===== src/rtl/svm_pkg.sv =====
// package: register map, field positions, timing constants for the supply voltage monitor
package svm_pkg;
    // register byte offsets on the apb bus
    localparam logic [11:0] SVM_CTRL_OFS      = 12'h000; // control byte (printed 00FF12)
    localparam logic [11:0] SVM_CFG_OFS       = 12'h004; // sleep / option register
    // field positions in the control word
    localparam int          SVM_PERIODIC_BIT  = 5;
    localparam int          SVM_CONT_BIT      = 4;
    localparam int          SVM_RESULT_LSB    = 0;
    // field positions in the config word
    localparam int          SVM_SLEEP_BIT     = 0;
    localparam int          SVM_LVR_EN_BIT    = 1;
    localparam int          SVM_OSC_STOP_BIT  = 2;
    localparam int          SVM_LVR_ACT_BIT   = 3;
    // reset values
    localparam logic        SVM_CONT_RST      = 1'b0;
    localparam logic        SVM_PERIODIC_RST  = 1'b0;
    localparam logic [3:0]  SVM_RESULT_RST    = 4'h0;
    localparam logic        SVM_LVR_EN_RST    = 1'b0;
    // timing: low-speed clock and its divisions
    localparam int          SVM_PCLK_HZ       = 250_000_000;
    localparam int          SVM_LOW_OSC_HZ    = 32_768;
    localparam int          SVM_TICK_HZ       = 2_048;
    localparam int          SVM_PERIOD_S      = 4;
    localparam int          SVM_TICKS_PER_SAMPLE = 16;
    // one sample is 16 ticks of 2048 Hz, i.e. 7.8 ms
    localparam int          SVM_LOW_PER_TICK  = SVM_LOW_OSC_HZ / SVM_TICK_HZ;
    localparam int          SVM_TICKS_PER_PERIOD = SVM_TICK_HZ * SVM_PERIOD_S;
    localparam int          SVM_LVR_SAMPLES   = 4;
    localparam logic [3:0]  SVM_LVR_TRIP_LVL  = 4'h0;
    localparam logic [3:0]  SVM_LVR_REL_LVL   = 4'h2;
    // fsm states, one-hot
    typedef enum logic [3:0] {
        SVM_IDLE   = 4'b0001,
        SVM_WAIT   = 4'b0010,
        SVM_SAMPLE = 4'b0100,
        SVM_DONE   = 4'b1000
    } svm_state_t;
endpackage


===== src/rtl/svm_sar.sv =====
// 4-bit successive-approximation step logic around the external comparator
module svm_sar
    import svm_pkg::*;
(
    input  wire logic       pclk,
    input  wire logic       presetn,
    input  wire logic       start,
    input  wire logic       step,
    input  wire logic       cmp_above,
    output logic [3:0]      trial_code,
    output logic [3:0]      code
);
    logic [3:0] bit_mask;
    // one decision per step, msb first; remaining steps of the sample are idle settling
    always_ff @(posedge pclk or negedge presetn) begin
        if (!presetn) begin
            code     <= 4'h0;
            bit_mask <= 4'h0;
        end else if (start) begin
            code     <= 4'h0;
            bit_mask <= 4'h8;
        end else if (step && bit_mask != 4'h0) begin
            if (cmp_above) begin
                code <= code | bit_mask;
            end
            bit_mask <= bit_mask >> 1;
        end
    end
    assign trial_code = code | bit_mask;
endmodule


===== src/rtl/svm_tick_div.sv =====
// low-speed clock edge detector and 2048 hz tick divider
module svm_tick_div
    import svm_pkg::*;
(
    input  wire logic pclk,
    input  wire logic presetn,
    input  wire logic low_osc_clk,
    output logic      tick
);
    logic       osc_q;
    logic [3:0] div;
    // low oscillator taken as synchronous input; rising edge counts as one cycle
    always_ff @(posedge pclk or negedge presetn) begin
        if (!presetn) begin
            osc_q <= 1'b0;
        end else begin
            osc_q <= low_osc_clk;
        end
    end
    always_ff @(posedge pclk or negedge presetn) begin
        if (!presetn) begin
            div  <= 4'h0;
            tick <= 1'b0;
        end else begin
            tick <= 1'b0;
            if (low_osc_clk && !osc_q) begin
                if (div == 4'(SVM_LOW_PER_TICK - 1)) begin
                    div  <= 4'h0;
                    tick <= 1'b1;
                end else begin
                    div <= div + 4'h1;
                end
            end
        end
    end
endmodule


===== src/rtl/svm_top.sv =====
// supply voltage monitor: apb registers, sampling sequencer, sleep hold, low-voltage reset
//
// Implementation choices: register access over APB and the register offsets.
module svm_top
    import svm_pkg::*;
(
    input  wire logic        pclk,
    input  wire logic        presetn,
    input  wire logic        psel,
    input  wire logic        penable,
    input  wire logic        pwrite,
    input  wire logic [11:0] paddr,
    input  wire logic [31:0] pwdata,
    output logic [31:0]      prdata,
    output logic             pready,
    output logic             pslverr,
    input  wire logic        low_osc_clk,
    input  wire logic        cmp_above,
    input  wire logic        sleep_instruction,
    output logic [3:0]       trial_code,
    output logic             low_freq_osc_stop,
    output logic             lvr_reset
);
    logic        tick;
    logic        continuous_sample_ctrl;
    logic        periodic_sample_ctrl;
    logic [3:0]  supply_level_result;
    logic        lvr_en;
    logic        sleep_pend;
    logic        first_pend;
    logic        saved_cont;
    logic        saved_per;
    logic [2:0]  zero_cnt;
    logic [4:0]  samp_cnt;
    logic [13:0] per_cnt;
    logic        sar_start;
    logic [3:0]  sar_code;
    logic        wr_ctrl;
    logic        wr_cfg;
    logic        busy;
    logic        samp_end;
    logic        want_start;
    svm_state_t  state;

    svm_tick_div u_div (
        .pclk        (pclk),
        .presetn     (presetn),
        .low_osc_clk (low_osc_clk),
        .tick        (tick)
    );

    svm_sar u_sar (
        .pclk       (pclk),
        .presetn    (presetn),
        .start      (sar_start),
        .step       (tick),
        .cmp_above  (cmp_above),
        .trial_code (trial_code),
        .code       (sar_code)
    );

    // apb: zero-wait slave, unmapped reads zero and flag pslverr
    assign pready  = 1'b1;
    assign wr_ctrl = psel && penable && pwrite && paddr == SVM_CTRL_OFS;
    assign wr_cfg  = psel && penable && pwrite && paddr == SVM_CFG_OFS;
    always_comb begin
        if (paddr == SVM_CTRL_OFS) begin
            pslverr = 1'b0;
        end else if (paddr == SVM_CFG_OFS) begin
            pslverr = 1'b0;
        end else begin
            pslverr = psel && penable;
        end
    end

    // done counts as busy when the next sample follows, so continuous mode reads ready only before its first sample starts
    assign busy     = (state == SVM_SAMPLE) ||
                      (state == SVM_DONE && continuous_sample_ctrl && !sleep_pend);
    assign samp_end = busy && tick && samp_cnt == 5'(SVM_TICKS_PER_SAMPLE - 1);
    // periodic start when the 4 s interval rolls over
    assign want_start = first_pend || continuous_sample_ctrl ||
                        (periodic_sample_ctrl && per_cnt == 14'h0);

    always_ff @(posedge pclk or negedge presetn) begin
        if (!presetn) begin
            prdata <= 32'h0;
        end else if (psel && !penable && !pwrite) begin
            if (paddr == SVM_CTRL_OFS) begin
                // busy, not the written bit, is what software sees
                prdata <= {26'h0, periodic_sample_ctrl, busy, supply_level_result};
            end else if (paddr == SVM_CFG_OFS) begin
                prdata <= {28'h0, lvr_reset, low_freq_osc_stop, lvr_en, sleep_pend};
            end else begin
                prdata <= 32'h0;
            end
        end
    end

    // control bits; hardware clears win over software writes
    always_ff @(posedge pclk or negedge presetn) begin
        if (!presetn) begin
            continuous_sample_ctrl <= SVM_CONT_RST;
            periodic_sample_ctrl   <= SVM_PERIODIC_RST;
        end else if (sleep_instruction || sleep_pend) begin
            continuous_sample_ctrl <= 1'b0;
            periodic_sample_ctrl   <= 1'b0;
        end else if (samp_end && zero_cnt == 3'(SVM_LVR_SAMPLES - 1) && lvr_en &&
                     sar_code == SVM_LVR_TRIP_LVL) begin
            continuous_sample_ctrl <= 1'b1;
        end else if (lvr_reset && samp_end && sar_code >= SVM_LVR_REL_LVL) begin
            continuous_sample_ctrl <= saved_cont;
            periodic_sample_ctrl   <= saved_per;
        end else if (wr_ctrl) begin
            continuous_sample_ctrl <= pwdata[SVM_CONT_BIT];
            periodic_sample_ctrl   <= pwdata[SVM_PERIODIC_BIT];
        end
    end

    always_ff @(posedge pclk or negedge presetn) begin
        if (!presetn) begin
            lvr_en <= SVM_LVR_EN_RST;
        end else if (wr_cfg) begin
            lvr_en <= pwdata[SVM_LVR_EN_BIT];
        end
    end

    // sleep entry: oscillator stop waits for the running sample
    always_ff @(posedge pclk or negedge presetn) begin
        if (!presetn) begin
            sleep_pend        <= 1'b0;
            low_freq_osc_stop <= 1'b0;
        end else if (sleep_instruction && !sleep_pend && !low_freq_osc_stop) begin
            sleep_pend <= 1'b1;
        end else if (sleep_pend && (!busy || samp_end)) begin
            sleep_pend        <= 1'b0;
            low_freq_osc_stop <= 1'b1;
        end else if (wr_cfg && !pwdata[SVM_OSC_STOP_BIT]) begin
            low_freq_osc_stop <= 1'b0;
        end
    end

    // sequencer
    always_ff @(posedge pclk or negedge presetn) begin
        if (!presetn) begin
            state <= SVM_WAIT;
        end else begin
            case (state)
                SVM_IDLE: begin
                    if (want_start && !sleep_pend && !low_freq_osc_stop) begin
                        state <= SVM_WAIT;
                    end
                end
                SVM_WAIT: begin
                    if (tick) begin
                        state <= SVM_SAMPLE;
                    end
                end
                SVM_SAMPLE: begin
                    if (samp_end) begin
                        state <= SVM_DONE;
                    end
                end
                SVM_DONE: begin
                    // back-to-back in continuous: next sample starts in the cycle after done, without waiting for a tick
                    if (continuous_sample_ctrl && !sleep_pend) begin
                        state <= SVM_SAMPLE;
                    end else begin
                        state <= SVM_IDLE;
                    end
                end
                default: state <= SVM_IDLE;
            endcase
        end
    end
    assign sar_start = (state == SVM_WAIT && tick) || (state == SVM_DONE && continuous_sample_ctrl);

    always_ff @(posedge pclk or negedge presetn) begin
        if (!presetn) begin
            samp_cnt <= 5'h0;
        end else if (sar_start) begin
            samp_cnt <= 5'h0;
        end else if (busy && tick) begin
            samp_cnt <= samp_cnt + 5'h1;
        end
    end

    always_ff @(posedge pclk or negedge presetn) begin
        if (!presetn) begin
            per_cnt <= 14'h0;
        end else if (!periodic_sample_ctrl) begin
            per_cnt <= 14'h0;
        end else if (tick) begin
            if (per_cnt == 14'(SVM_TICKS_PER_PERIOD - 1)) begin
                per_cnt <= 14'h0;
            end else begin
                per_cnt <= per_cnt + 14'h1;
            end
        end
    end

    // result only changes at sample end; mid-sample reads see the old level
    always_ff @(posedge pclk or negedge presetn) begin
        if (!presetn) begin
            supply_level_result <= SVM_RESULT_RST;
            first_pend          <= 1'b1;
        end else if (samp_end) begin
            supply_level_result <= sar_code;
            first_pend          <= 1'b0;
        end
    end

    // low-voltage reset tracking
    always_ff @(posedge pclk or negedge presetn) begin
        if (!presetn) begin
            zero_cnt   <= 3'h0;
            lvr_reset  <= 1'b0;
            saved_cont <= 1'b0;
            saved_per  <= 1'b0;
        end else if (samp_end) begin
            if (sar_code == SVM_LVR_TRIP_LVL) begin
                if (zero_cnt != 3'(SVM_LVR_SAMPLES)) begin
                    zero_cnt <= zero_cnt + 3'h1;
                end
                if (lvr_en && !lvr_reset && zero_cnt == 3'(SVM_LVR_SAMPLES - 1)) begin
                    lvr_reset  <= 1'b1;
                    saved_cont <= continuous_sample_ctrl;
                    saved_per  <= periodic_sample_ctrl;
                end
            end else begin
                zero_cnt <= 3'h0;
                if (sar_code >= SVM_LVR_REL_LVL) begin
                    lvr_reset <= 1'b0;
                end
            end
        end
    end

    result_hold_a: assert property (@(posedge pclk) disable iff (!presetn)
        !samp_end |=> $stable(supply_level_result))
        else $error("result changed outside sample end");
    result_write_a: assert property (@(posedge pclk) disable iff (!presetn)
        samp_end |=> supply_level_result == $past(sar_code))
        else $error("result not taken from the search");
    busy_start_a: assert property (@(posedge pclk) disable iff (!presetn)
        $rose(busy) |-> $past(tick))
        else $error("sample did not start on tick");
    osc_wait_a: assert property (@(posedge pclk) disable iff (!presetn)
        $rose(low_freq_osc_stop) |-> !busy || $past(samp_end))
        else $error("oscillator stopped mid sample");
    sleep_clear_a: assert property (@(posedge pclk) disable iff (!presetn)
        sleep_pend |=> !continuous_sample_ctrl && !periodic_sample_ctrl)
        else $error("control bits not cleared in sleep wait");
    sleep_entry_a: assert property (@(posedge pclk) disable iff (!presetn)
        sleep_instruction |=> !continuous_sample_ctrl && !periodic_sample_ctrl)
        else $error("control bits not cleared on sleep entry");
    lvr_release_a: assert property (@(posedge pclk) disable iff (!presetn)
        $fell(lvr_reset) |-> supply_level_result >= SVM_LVR_REL_LVL)
        else $error("reset released below level 2");
    lvr_hold_a: assert property (@(posedge pclk) disable iff (!presetn)
        lvr_reset && samp_end && sar_code < SVM_LVR_REL_LVL |=> lvr_reset)
        else $error("reset dropped on a low sample");
    mode_restore_a: assert property (@(posedge pclk) disable iff (!presetn)
        $fell(lvr_reset) && !$past(sleep_pend) && !$past(sleep_instruction) |->
        continuous_sample_ctrl == saved_cont && periodic_sample_ctrl == saved_per)
        else $error("sampling mode not restored after reset");
    cont_force_a: assert property (@(posedge pclk) disable iff (!presetn)
        $rose(lvr_reset) |-> continuous_sample_ctrl)
        else $error("low-voltage reset without continuous mode");
    cont_b2b_a: assert property (@(posedge pclk) disable iff (!presetn)
        samp_end && continuous_sample_ctrl && !sleep_pend |=> ##1 busy)
        else $error("continuous sampling left a gap");
    periodic_off_a: assert property (@(posedge pclk) disable iff (!presetn)
        state == SVM_IDLE && !continuous_sample_ctrl && !periodic_sample_ctrl && !first_pend
        |=> state == SVM_IDLE)
        else $error("sampling started while off");
    first_busy_a: assert property (@(posedge pclk) disable iff (!presetn)
        first_pend && !sleep_pend |-> state != SVM_IDLE)
        else $error("first sample not running");
    cover_sample_c: cover property (@(posedge pclk) disable iff (!presetn) samp_end);
    cover_lvr_c: cover property (@(posedge pclk) disable iff (!presetn) $rose(lvr_reset));
    cover_sleep_c: cover property (@(posedge pclk) disable iff (!presetn)
        sleep_pend && busy);
    cover_b2b_c: cover property (@(posedge pclk) disable iff (!presetn)
        state == SVM_DONE && busy);
    cover_periodic_c: cover property (@(posedge pclk) disable iff (!presetn)
        $rose(busy) && periodic_sample_ctrl && !continuous_sample_ctrl);
endmodule


===== config.mk =====
export PLATFORM = sky130hd
export DESIGN_NAME = svm_top
export DESIGN_NICKNAME = d
export VERILOG_FILES = /design/src/rtl/svm_pkg.sv /design/src/rtl/svm_sar.sv /design/src/rtl/svm_tick_div.sv /design/src/rtl/svm_top.sv
export SDC_FILE = /design/constraint.sdc
export NUM_CORES = 1
export LEC_CHECK = 0
export ABC_AREA = 0
export BUFFER_PORTS_ARGS = -buffer_cell sky130_fd_sc_hd__buf_2
export CAP_MARGIN = 25
export CORE_ASPECT_RATIO = 1.25
export CORE_UTILIZATION = 30
export DETAILED_ROUTE_END_ITERATION = 16
export GPL_ROUTABILITY_DRIVEN = 0
export PLACE_DENSITY = 0.55
export SETUP_SLACK_MARGIN = 0.15
export SLEW_MARGIN = 15
export SYNTH_ARGS = -nofsm -noshare
export SYNTH_HDL_FRONTEND = slang
export SYNTH_HIERARCHICAL = 1
export SYNTH_SLANG_ARGS = --single-unit

===== constraint.sdc =====
create_clock -name pclk -period 2.6 [get_ports pclk]
set_input_delay 0.52 -clock pclk [delete_from_list [all_inputs] [get_ports pclk]]
set_output_delay 0.52 -clock pclk [all_outputs]
set_load 0.01 [all_outputs]

; Yosys cells after proc, flatten, opt, wreduce, memory -nomap -nowiden
; Index checks and enable logic that the tools add are counted.
[word_totals]
regBits = 85
latchBits = 0
mem_bits_rw = 0
romBits = 0
input_bits = 52
output_inout_bits = 40
n_memories = 0
[classes]
addsub = 4
mul = 0
div = 0
magnitude_cmp = 1
eq_ne = 17
shifts = 0
n_mux = 39
n_bitwise = 2
n_reduce_logical = 61
[op_table]
columns = op, n
row1 = $mux W14, 3
row2 = $mux W4, 10
row3 = $mux W32, 1
row4 = $logic_and A1 B1 Y1, 28
row5 = $mux W1, 19
row6 = $pmux W4 S4, 1
row7 = $add A14 B1 Y14 const B, 1
row8 = $eq A14 B13 Y1 const B, 1
row9 = $logic_not A14 Y1, 1
row10 = $eq A12 B3 Y1 const B, 1
row11 = $logic_not A12 Y1, 1
row12 = $reduce_bool A2 Y1, 6
row13 = $mux W5, 2
row14 = $mux W3, 3
row15 = $reduce_and A3 Y1, 3
row16 = $eq A4 B4 Y1 const B, 2
row17 = $logic_not A1 Y1, 8
row18 = $ne A2 B1 Y1 const B, 4
row19 = $reduce_and A2 Y1, 4
row20 = $reduce_bool A4 Y1, 2
row21 = $logic_or A1 B1 Y1, 6
row22 = $ne A2 B2 Y1 const B, 3
row23 = $add A5 B1 Y5 const B, 1
row24 = $eq A5 B4 Y1 const B, 1
row25 = 12 further kinds, 12

; Depth between registers and ports, before layout
[depth]
depth_word = 11
ltp_mapped = 8
mapped_depth_nobuf = 7

; Cells and area by module
; The synthesis kept the hierarchy.
[modules_own_cells]
columns = mod, instances, cells_per_inst, area_each_um2
row1 = svm_top, 1, 286, 2683.8
row2 = svm_sar, 1, 30, 334.1
row3 = svm_tick_div, 1, 20, 260.2

; Worst setup path before layout
; Ideal clock, no wire load.
[synth_path]
path_type = register to register
startpoint = register samp_cnt[0]
endpoint = register saved_per
arrival_time_ns = 1.901
slack_ns = 0.571
path_stages_with_launch = 8
synth_period_minus_slack_ns = 2.029
path_cell_list = dfrtp_1 -> ha_1 -> and3_1 -> ha_1 -> nand4bb_1 -> a2111o_1 -> nor2_2 -> mux2_1
[synth_between]
elab_chain_len = 3
[synth_rtl]
columns = item, line_no
row1 = start: declaration, svm_top.sv:34  ; logic [4:0] samp_cnt;
row2 = start signal: assignment, svm_top.sv:183  ; samp_cnt <= samp_cnt + 5'h1;
row3 = $eq A5 B4 Y1, svm_top.sv:79  ; assign samp_end = busy && tick && samp_cnt == 5'(SVM_TICKS_PER_SAMPLE - 1);
row4 = $logic_and A1 B1 Y1, svm_top.sv:79
row5 = $reduce_and A3 Y1 (no line), n/a
row6 = end signal: assignment, svm_top.sv:227  ; saved_per <= periodic_sample_ctrl;
row7 = end: declaration, svm_top.sv:32  ; logic saved_per;
; No other way between the ends.
; A chain may end at the register's enable or synchronous reset.

; Worst setup path after layout
[layout_path]
startpoint = register samp_cnt[0]
endpoint = register saved_cont
[layout_between]
elab_chain_len = 3
[layout_rtl]
columns = item, line_no
row1 = $eq A5 B4 Y1, svm_top.sv:79
row2 = $logic_and A1 B1 Y1, svm_top.sv:79
row3 = $reduce_and A3 Y1 (no line), n/a
row4 = end signal: assignment, svm_top.sv:226  ; saved_cont <= continuous_sample_ctrl;
row5 = end: declaration, svm_top.sv:31  ; logic saved_cont;
; No other way between the ends.

==> metrics.md <==
| Metric | Value |
|---|---|
| Post-cts sizing count | `0` |
| EDFF count, synth | `0` |
| Hold-fix buffers, CTS | `0` |
| Vias in the first global route | `about 2600` |
| # nets final | `433` |
| VDD IR max | `0.315 mV` |
| Final hold viol count | `0` |
| Crit path max-delay family | `simple AND/OR/NAND/NOR gates` |
| Post-synth ARST share | `1.00` |
| DP Wirelength | `around 5000 µm` |
| Worst r2r src | `samp_cnt[0]` |
| PD cells | `587 nW/µm²` |
| Postcts setup bufs | `0` |
| WL final | `6870 µm` |
| LEAKAGE | `1.75 nW` |
| Starting DRT DRC Count | `81` |
| Nature of the critical path endpoint | `register` |
| I/O Buffers | `36` |
| Minimum clock period after layout | `2.22 ns` |
| Largest net degree at the start of global routing | `35` |
| Reg2Reg Setup Slack | `0.38 ns` |
| Row cnt | `42` |
| Fmax | `450 MHz` |
| Total Routing Usage GR | `0.133` |
| Number of I/O pins | `92` |
| Arrival @ worst endpoint | `2.43 ns` |
| Htree depth | `3` |
| Setup tns final | `0 ns` |
| Warnings, synthesis | `6` |
| CP most frequent cell | `ha_1` |
| Sink Count | `a little under 60` |
| Wirelength per Cell | `13.5 µm` |
| Cell count after synthesis | `336` |
| Chip width | `95.5 µm` |
| R2r endpoint | `saved_cont` |
| CTS clk-pin slew, worst paths | `0.06 ns` |
| CTS Buf Count | `9` |
| Fin crit share | `0.855` |
| Max Cap Viol | `0` |
| Drt first pass iters | `4` |
| Aggregate global routing overflow | `0` |
| Slew @ Worst Pin | `0.613 ns` |
| Area fraction of the dominant cell type after synthesis | `0.435` |
| Max Slew Vio Count | `0` |
| Endpoints failing setup | `0` |
| Leading area contributor after synthesis | `dfrtp_1` |
| Via count | `2553` |
| Ratio of cells with drive above 1 in the final layout | `0.185` |
| Final Skew | `0.00875 ns` |
| Synthesis-stage register bit count | `between 50 and 60` |
| Pwr Total | `0.00222 W` |
| Synth Flop Type | `dfrtp_1` |
| Core Footprint | `around 11000 µm²` |
| Clock Latency Late Sink | `0.33 ns` |
| Worst-path cell chain | `ha_1 > and3_1 > ha_1 > nand4bb_1 > a2111o_1 > nor2_2 > mux2_1` |
| Most common library cells after synthesis | `dfrtp_1 (57), nand2_1 (31), nor2_1 (30)` |
| RSZ-0062 raised after global routing | `no` |
| Via density per instance | `approximately 5` |
| Slowest stage delay, CP | `0.52 ns` |
| Required time worst endpoint | `2.81 ns` |
| Syn avg cell area | `9.76 µm²` |
| Die area | `11400 µm²` |
| Residual DRC | `0` |
| Initial antenna violation count | `0` |
| Most common cell in the netlist | `dfrtp_1` |
| TritonCTS clock tree | `yes` |
| Slowest cell on crit path | `a2111o_1` |
| Largest cells by area after synthesis | `dfrtp_1 (44%), buf_4 (6.2%), nand2_1 (3.5%)` |
| CP Launch Type | `register` |
| WP buf/inv | `0` |
| Routed Antenna Nets | `0` |
| Seq/Total Area, Yosys | `0.451` |
| Hold Crit Class | `input port to async pin` |
| Initial Util | `0.309` |
| FF-to-FF path depth | `7` |
| Diode count | `0` |
| Status | `finished clean` |
| Area grow syn2layout | `15.3%` |
| Crit Path Category | `register to register` |
| Crit Path Max Fanout | `5` |
| Clk Tree Root Cell | `clkbuf_16` |
| Slew margin rel. | `0.591` |
| Die Height | `119 µm` |
| Mapped Area | `3280 µm²` |
| First-pass GRT wire length | `around 12000 µm` |
| Post-synthesis cell type count | `65` |
| Clock Path Buffers | `2` |
==> state kept, by name, indices dropped and copies added, names as in the netlist, 3 cells and up <==
register	flops
per_cnt	14
prdata	6
samp_cnt	5
state	4
supply_level_result	4
u_div/div	4
u_sar/bit_mask	4
u_sar/code	4
zero_cnt	3
==> layout by cell type (no fill, tap or decap), types with 5 or more instances in the layout <==
cell type,instances
inv_1,10
o31ai_1,10
o21ai_0,8
and3_1,6
nand4_1,10
nor4_1,5
a31oi_1,5
nand2_1,31
dfrtp_1,57
nand3_1,9
conb_1,27
ha_1,8
buf_2,36
clkbuf_16,9
xor2_1,8
mux2i_1,9
a21oi_1,10
nor2_1,30
==> layout make-up <==
class | instances | area (µm²)
Inverter | 11 | 41.3
Clock buffer | 10 | 229
Clock inverter | 6 | 50.0
Fill cell | 1098 | 6840
Timing Repair Buffer | 40 | 223
Multi-Input combinational cell | 252 | 1590
Sequential cell | 59 | 1480
Tap cell | 132 | 165
==> logic make-up (layout without fill, tap and decap cells) <==
| group | after synthesis | after routing | synth area share |
|---|---|---|---|
| muxes | 13 | 13 | 0.0424 |
| buffers and inverters | 50 | 67 | 0.0920 |
| DFF | 59 | 59 | 0.451 |
| other | 2 | 27 | 0.00229 |
| adders and majority gates | 8 | 8 | 0.0305 |
| and+or+nand+nor | 129 | 129 | 0.211 |
| xor gates and xnor gates | 9 | 9 | 0.0240 |
| AOI/OAI and AO/OA | 66 | 66 | 0.146 |
==> how the worst max path moves through the flow <==
stage	endpoint	depth (start not counted)	start	slack, ns
2_1_floorplan	saved_per	7	samp_cnt[0]	0.57
3_3_place_gp	saved_per	7	samp_cnt[0]	0.45
3_5_place_dp	saved_cont	7	samp_cnt[0]	0.39
4_1_cts	saved_cont	7	samp_cnt[0]	0.37
5_1_grt	saved_per	7	samp_cnt[0]	0.17
6_report	saved_cont	7	samp_cnt[0]	0.38
==> routing by layer <==
layer  GRT usage  up-vias  share of wire
met5           0        -              0
met2       0.223       49           0.50
li1            -     1234              -
met4      0.0401        0          0.011
met1       0.164     1261           0.45
met3      0.0364        9          0.031
==> worst register-to-register path, stage by stage (launching register included) <==
cell	delay, ns
dfrtp_1	0.38
ha_1	0.18
and3_1	0.17
ha_1	0.17
nand4bb_1	0.20
a2111o_1	0.53
nor2_2	0.15
mux2_1	0.33
==> where the power goes <==
group / leakage (nW) / switching [W] / internal (W) / total (W)
clock: 0.129 / 0.000447 / 0.000652 / 0.00110
sequential: 0.798 / 0.0000290 / 0.000948 / 0.000977
combinational: 0.827 / 0.0000810 / 0.0000617 / 0.000143
==> stage by stage <==
step | area [µm²] | worst slack, ns | util | hold WS [ns] | std cells
3_5_place_dp | 3500 | 0.391 | 0.330 | 0.460 | 494
5_1_grt | 3780 | 0.172 | 0.356 | 0.268 | 510
2_1_floorplan | 3370 | 0.571 | - | 0.224 | 361
6_report | 3780 | 0.377 | 0.356 | 0.208 | 510
3_3_place_gp | 3500 | 0.448 | 0.330 | 0.459 | 494
4_1_cts | 3780 | 0.374 | 0.356 | 0.236 | 510
Note: power is estimated with default switching activity, not from simulation.
